$ cat config.mk
export PLATFORM = sky130hd
export DESIGN_NAME = ivs_top
export DESIGN_NICKNAME = d
export VERILOG_FILES = /design/src/design/ivs_pkg.sv /design/src/design/ivs_top.sv /design/src/design/ivs_vec_mem.sv
export SDC_FILE = /design/constraint.sdc
export NUM_CORES = 2
export LEC_CHECK = 0
export BUFFER_PORTS_ARGS = -buffer_cell sky130_fd_sc_hd__buf_2
export CORE_UTILIZATION = 64
export CTS_BUF_LIST = sky130_fd_sc_hd__clkbuf_4 sky130_fd_sc_hd__clkbuf_8
export DETAILED_ROUTE_END_ITERATION = 6
export PLACE_DENSITY = 0.82
export SYNTH_ARGS = -nofsm -noshare
export SYNTH_HDL_FRONTEND = slang
export SYNTH_SLANG_ARGS = --single-unit
export TNS_END_PERCENT = 30
$ cat constraint.sdc
create_clock -name aclk -period 3.4 [get_ports aclk]
set_clock_uncertainty 0.1 [all_clocks]
set_input_delay 0 -clock aclk [delete_from_list [all_inputs] [get_ports aclk]]
set_output_delay 0 -clock aclk [all_outputs]
set_load 0.02 [all_outputs]
$ cat src/design/ivs_pkg.sv
// Purpose: constants for the interrupt vector, status and command block
// Assumes: 32-bit AXI4-Lite register bus, 32 interrupt sources
// Notes:   register offsets are full byte addresses on the bus
package ivs_pkg;

    // -----------------------------------------------------------------
    // sizes
    // -----------------------------------------------------------------
    localparam int IVS_ADDR_W = 32;
    localparam int IVS_DATA_W = 32;
    localparam int IVS_NUM_SRC = 32;
    localparam int IVS_IDX_W = 5;
    localparam int IVS_STRB_W = 4;

    // -----------------------------------------------------------------
    // register map (byte addresses)
    // -----------------------------------------------------------------
    localparam logic [31:0] IVS_VEC_TABLE_BASE = 32'hFFFFF080;
    localparam logic [31:0] IVS_NORMAL_VECTOR_OUT = 32'hFFFFF100;
    localparam logic [31:0] IVS_FAST_VECTOR_OUT = 32'hFFFFF104;
    localparam logic [31:0] IVS_CURRENT_SOURCE_STATUS = 32'hFFFFF108;
    localparam logic [31:0] IVS_PENDING_FLAGS = 32'hFFFFF10C;
    localparam logic [31:0] IVS_ENABLE_STATE = 32'hFFFFF110;
    localparam logic [31:0] IVS_CORE_LINE_STATUS = 32'hFFFFF114;
    localparam logic [31:0] IVS_ENABLE_COMMAND = 32'hFFFFF120;
    localparam logic [31:0] IVS_DISABLE_COMMAND = 32'hFFFFF124;
    localparam logic [31:0] IVS_CLEAR_COMMAND = 32'hFFFFF128;
    localparam logic [31:0] IVS_SPURIOUS_VECTOR = 32'hFFFFF134;

    // -----------------------------------------------------------------
    // fields, reset values and bus answers
    // -----------------------------------------------------------------
    localparam logic [4:0] IVS_FAST_SOURCE = 5'h00;
    localparam logic [4:0] IVS_FIRST_NORMAL = 5'h01;
    localparam int IVS_FAST_LINE_BIT = 0;
    localparam int IVS_NORMAL_LINE_BIT = 1;
    localparam logic [31:0] IVS_RESET_WORD = 32'h00000000;
    localparam logic [1:0] IVS_RESP_OKAY = 2'h0;
    localparam logic [1:0] IVS_RESP_SLVERR = 2'h2;

    typedef enum logic [1:0] {
        IVS_RD_IDLE,
        IVS_RD_FETCH,
        IVS_RD_RESP
    } ivs_rd_state_type;

endpackage

$ cat src/design/ivs_top.sv
// Purpose: vector, status and command registers of an interrupt controller
// Assumes: sources are high-active, synchronous to aclk, edge-captured
// Notes:   lowest-numbered pending enabled source 1..31 drives the normal
//          line; source 0 alone drives the fast line
//
// Summary of operation
// - normal vector read returns vector entry of the current interrupt
// - entry is chosen by the current interrupt number at read time
// - with no current interrupt, normal vector read returns spurious
// - fast vector read returns vector entry zero
// - with no fast interrupt, fast vector read returns spurious
// - status register reports the current source number
// - pending register: one bit per source, 1 while pending
// - mask register: one bit per source, 1 while enabled
// - core status bit 0 is 1 while the fast line is asserted
// - core status bit 1 is 1 while the normal line is asserted
// - enable command sets mask bits written as 1, others unchanged
// - disable command clears mask bits written as 1, others unchanged
// - clear command clears pending bits written as 1 unless a new edge sets them in the same cycle
`timescale 1ns/1ps
module ivs_top (
    input wire logic aclk,
    input wire logic aresetn,
    input wire logic [31:0] src_in,
    output logic fast_request_line_n,
    output logic normal_request_line_n,
    input wire logic [31:0] s_axi_awaddr,
    input wire logic s_axi_awvalid,
    output logic s_axi_awready,
    input wire logic [31:0] s_axi_wdata,
    input wire logic [3:0] s_axi_wstrb,
    input wire logic s_axi_wvalid,
    output logic s_axi_wready,
    output logic [1:0] s_axi_bresp,
    output logic s_axi_bvalid,
    input wire logic s_axi_bready,
    input wire logic [31:0] s_axi_araddr,
    input wire logic s_axi_arvalid,
    output logic s_axi_arready,
    output logic [31:0] s_axi_rdata,
    output logic [1:0] s_axi_rresp,
    output logic s_axi_rvalid,
    input wire logic s_axi_rready
);

    // -----------------------------------------------------------------
    // state
    // -----------------------------------------------------------------
    logic [31:0] pending_reg, pending_next;
    logic [31:0] mask_reg, mask_next;
    logic [31:0] src_prev_reg;
    logic [31:0] spu_reg;
    logic [4:0] cur_num_reg;
    logic fiq_n_reg, irq_n_reg;
    logic aw_have_reg, w_have_reg;
    logic [31:0] waddr_reg, wdata_reg;
    logic [3:0] wstrb_reg;
    logic awready_reg, wready_reg, bvalid_reg;
    logic [1:0] bresp_reg;
    ivs_pkg::ivs_rd_state_type rd_state_reg, rd_state_next;
    logic [31:0] raddr_reg, rdata_reg;
    logic [1:0] rresp_reg;
    logic use_spu_reg;
    logic arready_reg, rvalid_reg;
    logic [31:0] mem_rd_data;

    // -----------------------------------------------------------------
    // source capture and interrupt selection
    // -----------------------------------------------------------------
    wire [31:0] src_rise = src_in & ~src_prev_reg;
    wire [31:0] active = pending_reg & mask_reg;
    wire fast_active = active[ivs_pkg::IVS_FAST_LINE_BIT];
    wire any_normal = |active[31:1];
    logic [4:0] pick_num;

    // lowest-numbered pending enabled normal source wins
    always_comb begin
        pick_num = ivs_pkg::IVS_FIRST_NORMAL;
        for (int i = ivs_pkg::IVS_NUM_SRC - 1; i >= 1; i--) begin
            if (active[i]) begin
                pick_num = 5'(i);
            end
        end
    end

    // -----------------------------------------------------------------
    // write channel decode
    // -----------------------------------------------------------------
    wire do_write = aw_have_reg && w_have_reg && !bvalid_reg;
    wire [31:0] lane_mask;
    genvar g;
    generate
        for (g = 0; g < ivs_pkg::IVS_STRB_W; g++) begin : g_strb
            assign lane_mask[g*8 +: 8] = {8{wstrb_reg[g]}};
        end
    endgenerate
    wire [31:0] wword = wdata_reg & lane_mask;
    wire w_is_tab = (waddr_reg[31:7] == ivs_pkg::IVS_VEC_TABLE_BASE[31:7]);
    wire w_is_en = (waddr_reg[31:2] == ivs_pkg::IVS_ENABLE_COMMAND[31:2]);
    wire w_is_dis = (waddr_reg[31:2] == ivs_pkg::IVS_DISABLE_COMMAND[31:2]);
    wire w_is_clr = (waddr_reg[31:2] == ivs_pkg::IVS_CLEAR_COMMAND[31:2]);
    wire w_is_spu = (waddr_reg[31:2] == ivs_pkg::IVS_SPURIOUS_VECTOR[31:2]);
    wire w_is_ro =
        (waddr_reg[31:2] >= ivs_pkg::IVS_NORMAL_VECTOR_OUT[31:2]) &&
        (waddr_reg[31:2] <= ivs_pkg::IVS_CORE_LINE_STATUS[31:2]);
    wire w_mapped = w_is_tab || w_is_en || w_is_dis || w_is_clr ||
                    w_is_spu || w_is_ro;
    wire [31:0] en_word = (do_write && w_is_en) ? wword : 32'h00000000;
    wire [31:0] dis_word = (do_write && w_is_dis) ? wword : 32'h00000000;
    wire [31:0] clr_word = (do_write && w_is_clr) ? wword : 32'h00000000;

    // mask and pending next values; a new edge beats a clear
    assign mask_next = (mask_reg | en_word)
                       & ~dis_word;
    assign pending_next = (pending_reg & ~clr_word)
                          | src_rise;

    // -----------------------------------------------------------------
    // read channel decode
    // -----------------------------------------------------------------
    wire ar_take = s_axi_arvalid && arready_reg;
    wire [29:0] ar_word = s_axi_araddr[31:2];
    wire r_is_ivr = (ar_word == ivs_pkg::IVS_NORMAL_VECTOR_OUT[31:2]);
    wire r_is_fvr = (ar_word == ivs_pkg::IVS_FAST_VECTOR_OUT[31:2]);
    wire r_is_tab = (s_axi_araddr[31:7] == ivs_pkg::IVS_VEC_TABLE_BASE[31:7]);
    // vector entry chosen by current number at read time
    wire [4:0] rd_idx = r_is_ivr ? pick_num :
                        r_is_fvr ? ivs_pkg::IVS_FAST_SOURCE :
                        s_axi_araddr[6:2];
    wire rd_use_spu = (r_is_ivr && !any_normal) ||
                      (r_is_fvr && !fast_active);
    wire [29:0] rw = raddr_reg[31:2];
    wire rd_vec = (raddr_reg[31:7] == ivs_pkg::IVS_VEC_TABLE_BASE[31:7]) ||
                  (rw == ivs_pkg::IVS_NORMAL_VECTOR_OUT[31:2]) ||
                  (rw == ivs_pkg::IVS_FAST_VECTOR_OUT[31:2]);
    wire rd_wo = (rw == ivs_pkg::IVS_ENABLE_COMMAND[31:2]) ||
                 (rw == ivs_pkg::IVS_DISABLE_COMMAND[31:2]) ||
                 (rw == ivs_pkg::IVS_CLEAR_COMMAND[31:2]);
    logic [31:0] reg_word;
    logic reg_hit;

    // plain register read mux
    always_comb begin
        reg_word = ivs_pkg::IVS_RESET_WORD;
        reg_hit = 1'b1;
        if (rw == ivs_pkg::IVS_CURRENT_SOURCE_STATUS[31:2]) begin
            reg_word[4:0] = cur_num_reg;
        end else if (rw == ivs_pkg::IVS_PENDING_FLAGS[31:2]) begin
            reg_word = pending_reg;
        end else if (rw == ivs_pkg::IVS_ENABLE_STATE[31:2]) begin
            reg_word = mask_reg;
        end else if (rw == ivs_pkg::IVS_CORE_LINE_STATUS[31:2]) begin
            reg_word[ivs_pkg::IVS_FAST_LINE_BIT] = ~fiq_n_reg;
            reg_word[ivs_pkg::IVS_NORMAL_LINE_BIT] =
                ~irq_n_reg;
        end else if (rw == ivs_pkg::IVS_SPURIOUS_VECTOR[31:2]) begin
            reg_word = spu_reg;
        end else if (!rd_wo) begin
            reg_hit = 1'b0;
        end
    end

    // read state sequence: take, fetch table, answer
    always_comb begin
        case (rd_state_reg)
            ivs_pkg::IVS_RD_IDLE: begin
                rd_state_next = ar_take ? ivs_pkg::IVS_RD_FETCH
                                        : ivs_pkg::IVS_RD_IDLE;
            end
            ivs_pkg::IVS_RD_FETCH: begin
                rd_state_next = ivs_pkg::IVS_RD_RESP;
            end
            ivs_pkg::IVS_RD_RESP: begin
                rd_state_next = s_axi_rready ? ivs_pkg::IVS_RD_IDLE
                                             : ivs_pkg::IVS_RD_RESP;
            end
            default: begin
                rd_state_next = ivs_pkg::IVS_RD_IDLE;
            end
        endcase
    end

    // -----------------------------------------------------------------
    // vector table
    // -----------------------------------------------------------------
    ivs_vec_mem u_vec_mem (
        .aclk(aclk),
        .aresetn(aresetn),
        .wr_en(do_write && w_is_tab),
        .wr_idx(waddr_reg[6:2]),
        .wr_strb(wstrb_reg),
        .wr_data(wdata_reg),
        .rd_en(ar_take && (r_is_ivr || r_is_fvr || r_is_tab)),
        .rd_idx(rd_idx),
        .rd_data(mem_rd_data)
    );

    // -----------------------------------------------------------------
    // interrupt state and request lines
    // -----------------------------------------------------------------
    always_ff @(posedge aclk) begin
        if (!aresetn) begin
            pending_reg <= ivs_pkg::IVS_RESET_WORD;
            mask_reg <= ivs_pkg::IVS_RESET_WORD;
            src_prev_reg <= ivs_pkg::IVS_RESET_WORD;
            fiq_n_reg <= 1'b1;
            irq_n_reg <= 1'b1;
        end else begin
            pending_reg <= pending_next;
            mask_reg <= mask_next;
            src_prev_reg <= src_in;
            fiq_n_reg <= ~(pending_next[0] & mask_next[0]);
            irq_n_reg <= ~|(pending_next[31:1] & mask_next[31:1]);
        end
    end

    // current interrupt latched when the normal vector is read
    always_ff @(posedge aclk) begin
        if (!aresetn) begin
            cur_num_reg <= ivs_pkg::IVS_FAST_SOURCE;
        end else if (ar_take && r_is_ivr) begin
            cur_num_reg <= any_normal ? pick_num : ivs_pkg::IVS_FAST_SOURCE;
        end
    end

    // spurious vector register
    always_ff @(posedge aclk) begin
        if (!aresetn) begin
            spu_reg <= ivs_pkg::IVS_RESET_WORD;
        end else if (do_write && w_is_spu) begin
            spu_reg <= (spu_reg & ~lane_mask) | wword;
        end
    end

    // -----------------------------------------------------------------
    // write channels: address and data in either order
    // -----------------------------------------------------------------
    always_ff @(posedge aclk) begin
        if (!aresetn) begin
            aw_have_reg <= 1'b0;
            w_have_reg <= 1'b0;
            waddr_reg <= ivs_pkg::IVS_RESET_WORD;
            wdata_reg <= ivs_pkg::IVS_RESET_WORD;
            wstrb_reg <= 4'h0;
        end else begin
            if (s_axi_awvalid && awready_reg) begin
                aw_have_reg <= 1'b1;
                waddr_reg <= s_axi_awaddr;
            end else if (do_write) begin
                aw_have_reg <= 1'b0;
            end
            if (s_axi_wvalid && wready_reg) begin
                w_have_reg <= 1'b1;
                wdata_reg <= s_axi_wdata;
                wstrb_reg <= s_axi_wstrb;
            end else if (do_write) begin
                w_have_reg <= 1'b0;
            end
        end
    end

    // write ready and response
    always_ff @(posedge aclk) begin
        if (!aresetn) begin
            awready_reg <= 1'b0;
            wready_reg <= 1'b0;
            bvalid_reg <= 1'b0;
            bresp_reg <= ivs_pkg::IVS_RESP_OKAY;
        end else begin
            awready_reg <= !aw_have_reg && !(s_axi_awvalid && awready_reg)
                           && !bvalid_reg && !do_write;
            wready_reg <= !w_have_reg && !(s_axi_wvalid && wready_reg)
                          && !bvalid_reg && !do_write;
            if (do_write) begin
                bvalid_reg <= 1'b1;
                bresp_reg <= w_mapped ? ivs_pkg::IVS_RESP_OKAY
                                      : ivs_pkg::IVS_RESP_SLVERR;
            end else if (s_axi_bready) begin
                bvalid_reg <= 1'b0;
            end
        end
    end

    // -----------------------------------------------------------------
    // read channels
    // -----------------------------------------------------------------
    always_ff @(posedge aclk) begin
        if (!aresetn) begin
            rd_state_reg <= ivs_pkg::IVS_RD_IDLE;
            arready_reg <= 1'b0;
            rvalid_reg <= 1'b0;
            raddr_reg <= ivs_pkg::IVS_RESET_WORD;
            use_spu_reg <= 1'b0;
        end else begin
            rd_state_reg <= rd_state_next;
            arready_reg <= (rd_state_next == ivs_pkg::IVS_RD_IDLE);
            rvalid_reg <= (rd_state_next == ivs_pkg::IVS_RD_RESP);
            if (ar_take) begin
                raddr_reg <= s_axi_araddr;
                use_spu_reg <= rd_use_spu;
            end
        end
    end

    // answer data formed in the fetch cycle
    always_ff @(posedge aclk) begin
        if (!aresetn) begin
            rdata_reg <= ivs_pkg::IVS_RESET_WORD;
            rresp_reg <= ivs_pkg::IVS_RESP_OKAY;
        end else if (rd_state_reg == ivs_pkg::IVS_RD_FETCH) begin
            rdata_reg <= !rd_vec ? reg_word :
                         use_spu_reg ? spu_reg : mem_rd_data;
            rresp_reg <= (rd_vec || reg_hit) ? ivs_pkg::IVS_RESP_OKAY
                                             : ivs_pkg::IVS_RESP_SLVERR;
        end
    end

    // -----------------------------------------------------------------
    // outputs
    // -----------------------------------------------------------------
    assign fast_request_line_n = fiq_n_reg;
    assign normal_request_line_n = irq_n_reg;
    assign s_axi_awready = awready_reg;
    assign s_axi_wready = wready_reg;
    assign s_axi_bvalid = bvalid_reg;
    assign s_axi_bresp = bresp_reg;
    assign s_axi_arready = arready_reg;
    assign s_axi_rvalid = rvalid_reg;
    assign s_axi_rdata = rdata_reg;
    assign s_axi_rresp = rresp_reg;

    // -----------------------------------------------------------------
    // checks
    // -----------------------------------------------------------------
    a_fast_line_level: assert property (@(posedge aclk)
        disable iff (!aresetn)
        (pending_reg[0] && mask_reg[0]) |-> !fiq_n_reg)
        else $error("fast line not asserted for active fast source");

    a_normal_line_level: assert property (@(posedge aclk)
        disable iff (!aresetn)
        (irq_n_reg == !any_normal))
        else $error("normal line disagrees with active sources");

    a_enable_sets_mask: assert property (@(posedge aclk)
        disable iff (!aresetn)
        (do_write && w_is_en) |=> ((mask_reg & $past(wword)) == $past(wword)))
        else $error("enable command left a mask bit clear");

    a_disable_clears_mask: assert property (@(posedge aclk)
        disable iff (!aresetn)
        (do_write && w_is_dis) |=> ((mask_reg & $past(wword)) == 32'h0))
        else $error("disable command left a mask bit set");

    a_clear_drops_pending: assert property (@(posedge aclk)
        disable iff (!aresetn)
        (do_write && w_is_clr) |=>
            ((pending_reg & $past(wword) & ~$past(src_rise)) == 32'h0))
        else $error("clear command left a pending bit set");

    a_mask_after_reset: assert property (@(posedge aclk)
        disable iff (!aresetn)
        $rose(aresetn) |-> (mask_reg == 32'h0))
        else $error("mask not zero after reset");

    a_read_answer_time: assert property (@(posedge aclk)
        disable iff (!aresetn)
        ar_take |-> ##2 s_axi_rvalid)
        else $error("read answer not two cycles after address");

    a_spurious_normal: assert property (@(posedge aclk)
        disable iff (!aresetn)
        (ar_take && r_is_ivr && !any_normal && !(do_write && w_is_spu))
            |-> ##2 (s_axi_rdata == spu_reg))
        else $error("normal vector read without interrupt not spurious");

    a_spurious_fast: assert property (@(posedge aclk)
        disable iff (!aresetn)
        (ar_take && r_is_fvr && !fast_active && !(do_write && w_is_spu))
            |-> ##2 (s_axi_rdata == spu_reg))
        else $error("fast vector read without fast interrupt not spurious");

    a_current_number: assert property (@(posedge aclk)
        disable iff (!aresetn)
        (ar_take && r_is_ivr && any_normal) |=>
            (cur_num_reg == $past(pick_num)))
        else $error("current number not taken at normal vector read");

    c_normal_vector_read: cover property (@(posedge aclk)
        disable iff (!aresetn) ar_take && r_is_ivr && any_normal);
    c_fast_vector_read: cover property (@(posedge aclk)
        disable iff (!aresetn) ar_take && r_is_fvr && fast_active);
    c_clear_command: cover property (@(posedge aclk)
        disable iff (!aresetn) do_write && w_is_clr && |(wword & pending_reg));

endmodule

$ cat src/design/ivs_vec_mem.sv
// Purpose: source vector table, one word per interrupt source
// Assumes: one write port with byte enables, one registered read port
// Notes:   read data appear one clock after rd_en
`timescale 1ns/1ps
module ivs_vec_mem (
    input wire logic aclk,
    input wire logic aresetn,
    input wire logic wr_en,
    input wire logic [ivs_pkg::IVS_IDX_W-1:0] wr_idx,
    input wire logic [ivs_pkg::IVS_STRB_W-1:0] wr_strb,
    input wire logic [ivs_pkg::IVS_DATA_W-1:0] wr_data,
    input wire logic rd_en,
    input wire logic [ivs_pkg::IVS_IDX_W-1:0] rd_idx,
    output logic [ivs_pkg::IVS_DATA_W-1:0] rd_data
);

    logic [ivs_pkg::IVS_DATA_W-1:0] mem_reg [ivs_pkg::IVS_NUM_SRC];
    wire [ivs_pkg::IVS_DATA_W-1:0] wr_word;

    // -----------------------------------------------------------------
    // byte-lane writes
    // -----------------------------------------------------------------
    genvar b;
    generate
        for (b = 0; b < ivs_pkg::IVS_STRB_W; b++) begin : g_lane
            // new byte where strobed, old byte of the entry otherwise
            assign wr_word[b*8 +: 8] = wr_strb[b] ? wr_data[b*8 +: 8]
                : mem_reg[wr_idx][b*8 +: 8];
        end
    endgenerate

    // one process owns the whole table, so no split drivers
    always_ff @(posedge aclk) begin
        if (wr_en) begin
            mem_reg[wr_idx] <= wr_word;
        end
    end

    // -----------------------------------------------------------------
    // registered read
    // -----------------------------------------------------------------
    always_ff @(posedge aclk) begin
        if (!aresetn) begin
            rd_data <= ivs_pkg::IVS_RESET_WORD;
        end else if (rd_en) begin
            rd_data <= mem_reg[rd_idx];
        end
    end

endmodule

==> results of run 1 <==
[repair_timing]
item,4_1_cts
gates resized for setup,98
setup buffers,10
endpoints found under the setup margin,32
hold endpoints to repair,293
pin swaps,37
hold buffers,478
gates cloned,6
[cells by family after synthesis]
logic type,share of synthesized area
other,0.0000678
buffers and inverters,0.0297
flip-flops,0.668
multiplexers,0.0467
AND/OR/NAND/NOR,0.102
AO/OA/AOI/OAI,0.154
[metrics by stage]
step / TNS, ns / hold slack [ns] / utilization
3_3_place_gp: -3.62 / 0.116 / 0.712
3_5_place_dp: -6.89 / 0.121 / 0.712
2_1_floorplan: 0 / 0.0217 / -
4_1_cts: -1.05 / 0.00861 / 0.823
[cells in the mapped netlist, types with 14 or more instances]
cell,instances
buf_2,59
o221ai_1,14
a221oi_1,173
o21ai_0,218
nand4_1,20
a31oi_1,105
and3_1,65
mux2i_1,234
or4_1,15
o211a_1,20
o22a_1,54
a21oi_1,139
nand2_1,564
a32o_1,17
clkbuf_1,247
buf_4,19
a211oi_1,81
edfxtp_1,1024
nor3_1,21
and2_1,112
nor2b_1,47
mux2_2,21
a22oi_1,103
inv_1,45
nand3_1,122
a211o_1,17
a221o_1,29
nor2_1,194
a2111oi_0,17
a21boi_0,119
dfxtp_1,307
[metal layers]
| layer | GRT overflow | global-route usage |
|---|---|---|
| met1 | 3 | 0.623 |
| met5 | 0 | 0.218 |
| met4 | 74 | 0.546 |
| met3 | 3 | 0.425 |
| met2 | 85 | 0.767 |
==> results.cfg, run 1 <==
[yosys]
synth_seq_cells = 1331
ys_warn_count = 0
yosys.area.top_type = edfxtp_1
syn_avg_cell_area_sq_um = 12.6
ys_seq_area_frac = 0.668
synth-edff-count = 1024
synth_area_leaders = edfxtp_1, dfxtp_1, mux2i_1, nand2_1, a221oi_1
synthDistinctLibCells = 73
netlist.area_leader.share = 0.556
synth_area_sq_um = 55300
synthArstFlopShare = 0
yosys_most_used_dff = edfxtp_1
netlist_instances = 4379

[run_status]
haltStage = global routing
error_message = [ERROR GRT-0116] Global routing finished with congestion. Check the congestion regions in the DRC Viewer.
status = aborted with a tool error

[cts]
cts_buffers = 198
htreeDepth = 4
cts_root_buf = clkbuf_8
cts.sinks = 1331
clockBufferDepth = 3

[grt]
grt_max_degree = 188
grt_pass1_vias = 55084
globalRoute.totalOverflow = 165
grt_usage = 0.599
grt_pass1_wl_um = 375000

[placed_design]
hpwl_um = 119000
portBuffers = 175
placed_cells = 5893
pre_cts_ws_ns = -0.438
place_area_sq_um = 60800
gp_congestion = 0.997

[die]
num_rows = 107
start_util = 0.647
die_h_um = 296
die_w_um = 296
io_pins = 182
==> inputs of run 2 (changes only) <==
- CORE_UTILIZATION: 64 -> 40
- CTS_BUF_LIST: sky130_fd_sc_hd__clkbuf_4 sky130_fd_sc_hd__clkbuf_8 -> unset
- PLACE_DENSITY: 0.82 -> unset
- PLACE_DENSITY_LB_ADDON: unset -> 0.15
==> run 2 against run 1 <==
Compared with the run above:
- the flow now finishes, with violations (setup timing)
- synthesized area is the same
- synthesized cell count did not move
==> results.cfg, run 2 <==
[placed_design]
portBuffers = 175
placed_cells = 6643
hpwl_um = 135000
gp_congestion = 0.913
place_area_sq_um = 62600

[yosys]
netlist.area_leader.share = 0.556
ys_warn_count = 0
netlist_instances = 4379
syn_avg_cell_area_sq_um = 12.6
synthArstFlopShare = 0
synth_most_common_cell = edfxtp_1
yosys_most_used_dff = edfxtp_1
synthDistinctLibCells = 73
ys_seq_area_frac = 0.668
yosys.area.top_type = edfxtp_1
synth_area_leaders = edfxtp_1, dfxtp_1, mux2i_1, nand2_1, a221oi_1
synth_seq_cells = 1331
synth-edff-count = 1024
synth_area_sq_um = 55300
synth.cells.most_frequent = edfxtp_1, nand2_1, dfxtp_1

[die]
core-area_sq_um = 137000
num_rows = 136
io_pins = 182
start_util = 0.402
die-area_sq_um = 140000
die_h_um = 374
die_w_um = 374

[critical_path]
critical_path_arrival_ns = 4.14
rr_endpoint = normal_request_line_n$_SDFF_PN1_
r2r_slack_ns = -0.14
critPathLaunch = waddr_reg[23]$_SDFFE_PN0P_
crit_path_end_kind = flop
crit_fanout = 7
reg2reg_depth = 14
crit_required_ns = 4.00
r2r_start = waddr_reg[23]$_SDFFE_PN0P_
path_class = flop to flop
start_kind = flop

[detailed_routing]
postRouteAntennaNets = 0
drc = 0
drt_iter0_markers = 4685
totalWireLength_um = 210000
num_vias = 43585
drt-pass1-iter-count = 7
viasPerCell = 5.93
wl_per_cell_um = 28.5

[worst_hold_path]
hp-start = s_axi_wdata[14]
min_path_type = input pin to flop
min_to = wdata_reg[14]$_SDFFE_PN0P_
hold_depth = 4

[cts]
cts_buffers = 144
cts_tree = done
clockBufferDepth = 3
cts_root_buf = clkbuf_16
cts.sinks = 1331
htreeDepth = 4
clk_latency_ns = 0.78
path_clk_slew_ns = 0.06

[grt]
grt_max_degree = 97
globalRoute.totalOverflow = 0
grt_pass1_vias = 41620
grt_pass1_wl_um = 293000
grt_antenna_before_repair = 13
grt_usage = 0.288

[timing]
setup_viol = 15
max_freq_ghz = 0.282
post-route-min-period_ns = 3.54
relSlewSlack = 0.199
drv_slew = 0
rsz0062_at_grt = yes
max_slew.worst_pin.slew_ns = 1.20
hold_viol = 0
finalCritPeriodShare = 1.04
fin_ws_ns = -0.145

[final_layout]
syn_to_final_growth_pct = 33.3
stdcell_count = 7353
final_core_util = 0.537
layout_common_cells = edfxtp_1, nand2_1, buf_4
final_net_count = 5577
drive_gt1_frac = 0.247
stdcell_area_sq_um = 73700
largest_reg_flops = 1024
layout_commonest_cell = edfxtp_1

[run_status]
status = finished, violations left
violations = setup timing

[flow_run]
max_cap_violations = 0

[pwr]
power_leakage_nw = 27.7
ir_drop_uv = 455
p_total_mw = 36.0
power_density_nw_per_um2 = 488
[run 2: cells by family after synthesis]
logic type | after synthesis | share of synthesized area
other | 1 | 0.0000678
AND/OR/NAND/NOR | 1215 | 0.102
buffers and inverters | 386 | 0.0297
flip-flops | 1331 | 0.668
multiplexers | 255 | 0.0467
AO/OA/AOI/OAI | 1191 | 0.154
[run 2: layout make-up]
cell class                 count  area [sq um]
inverter                      45           169
tap                         1794          2240
antenna                        8          20.0
clock inverter                69           523
sequential                  1331         36900
multi-input combinational   2663         18200
timing repair buffer        1253         11700
fill                       11484         63600
clock buffer                 190          4000
[run 2: timing repair]
item | CTS | global route
endpoints found under the setup margin | 186 | 830
hold buffers | 373 | 0
pin swaps | 43 | 107
gates resized for setup | 135 | 259
cloned | 8 | 18
hold endpoints to repair | 278 | 0
setup buffers | 11 | 37
[run 2: metrics by stage]
step           hold WS [ns]  setup slack, ns  TNS (ns)
2_1_floorplan        0.0217            0.328         0
3_3_place_gp          0.115           -0.374     -8.12
3_5_place_dp          0.125           -0.413    -11.26
4_1_cts            0.000357          -0.0663    -0.547
5_1_grt              0.0275           -0.212     -3.00
6_report             0.0602           -0.145    -0.574
[run 2: how the worst max path moves through the flow]
stage / endpoint / slack, ns / cells past startpoint
2_1_floorplan: u_vec_mem.rd_data[10]$_SDFFE_PN0P_ / 0.33 / 12
3_3_place_gp: u_vec_mem.rd_data[7]$_SDFFE_PN0P_ / -0.37 / 12
3_5_place_dp: u_vec_mem.rd_data[1]$_SDFFE_PN0P_ / -0.41 / 12
4_1_cts: u_vec_mem.rd_data[16]$_SDFFE_PN0P_ / -0.07 / 15
5_1_grt: u_vec_mem.rd_data[4]$_SDFFE_PN0P_ / -0.21 / 14
6_report: normal_request_line_n$_SDFF_PN1_ / -0.14 / 14
[run 2: worst max-delay path, cell delays in order, from the launching register on]
cell and delay [ns]:
dfxtp_1 0.37, nand4_1 0.17, nor4_2 0.30, nand3_1 0.21
nor3_2 0.23, buf_4 0.16, nand3_2 0.10, buf_12 0.19
buf_4 0.17, o21ai_0 0.13, o21ai_0 0.31, a22oi_1 0.28
nand4_1 0.19, o41ai_2 0.37, buf_4 0.19
[run 2: metal layers]
metal / vias up / GRT usage / share of wire
met3: 445 / 0.0534 / 0.087
met2: 2142 / 0.445 / 0.45
met1: 22012 / 0.397 / 0.42
met4: 4 / 0.122 / 0.043
li1: 18982 / - / -
met5: - / 0 / 0.00013
[run 2: where the power goes]
| group | switching, mW | internal (mW) |
|---|---|---|
| logic | 1.73 | 1.30 |
| registers | 0.131 | 17.6 |
| clock network | 6.51 | 8.73 |
| total | 8.37 | 27.6 |
(Power assumes the default switching activity.)
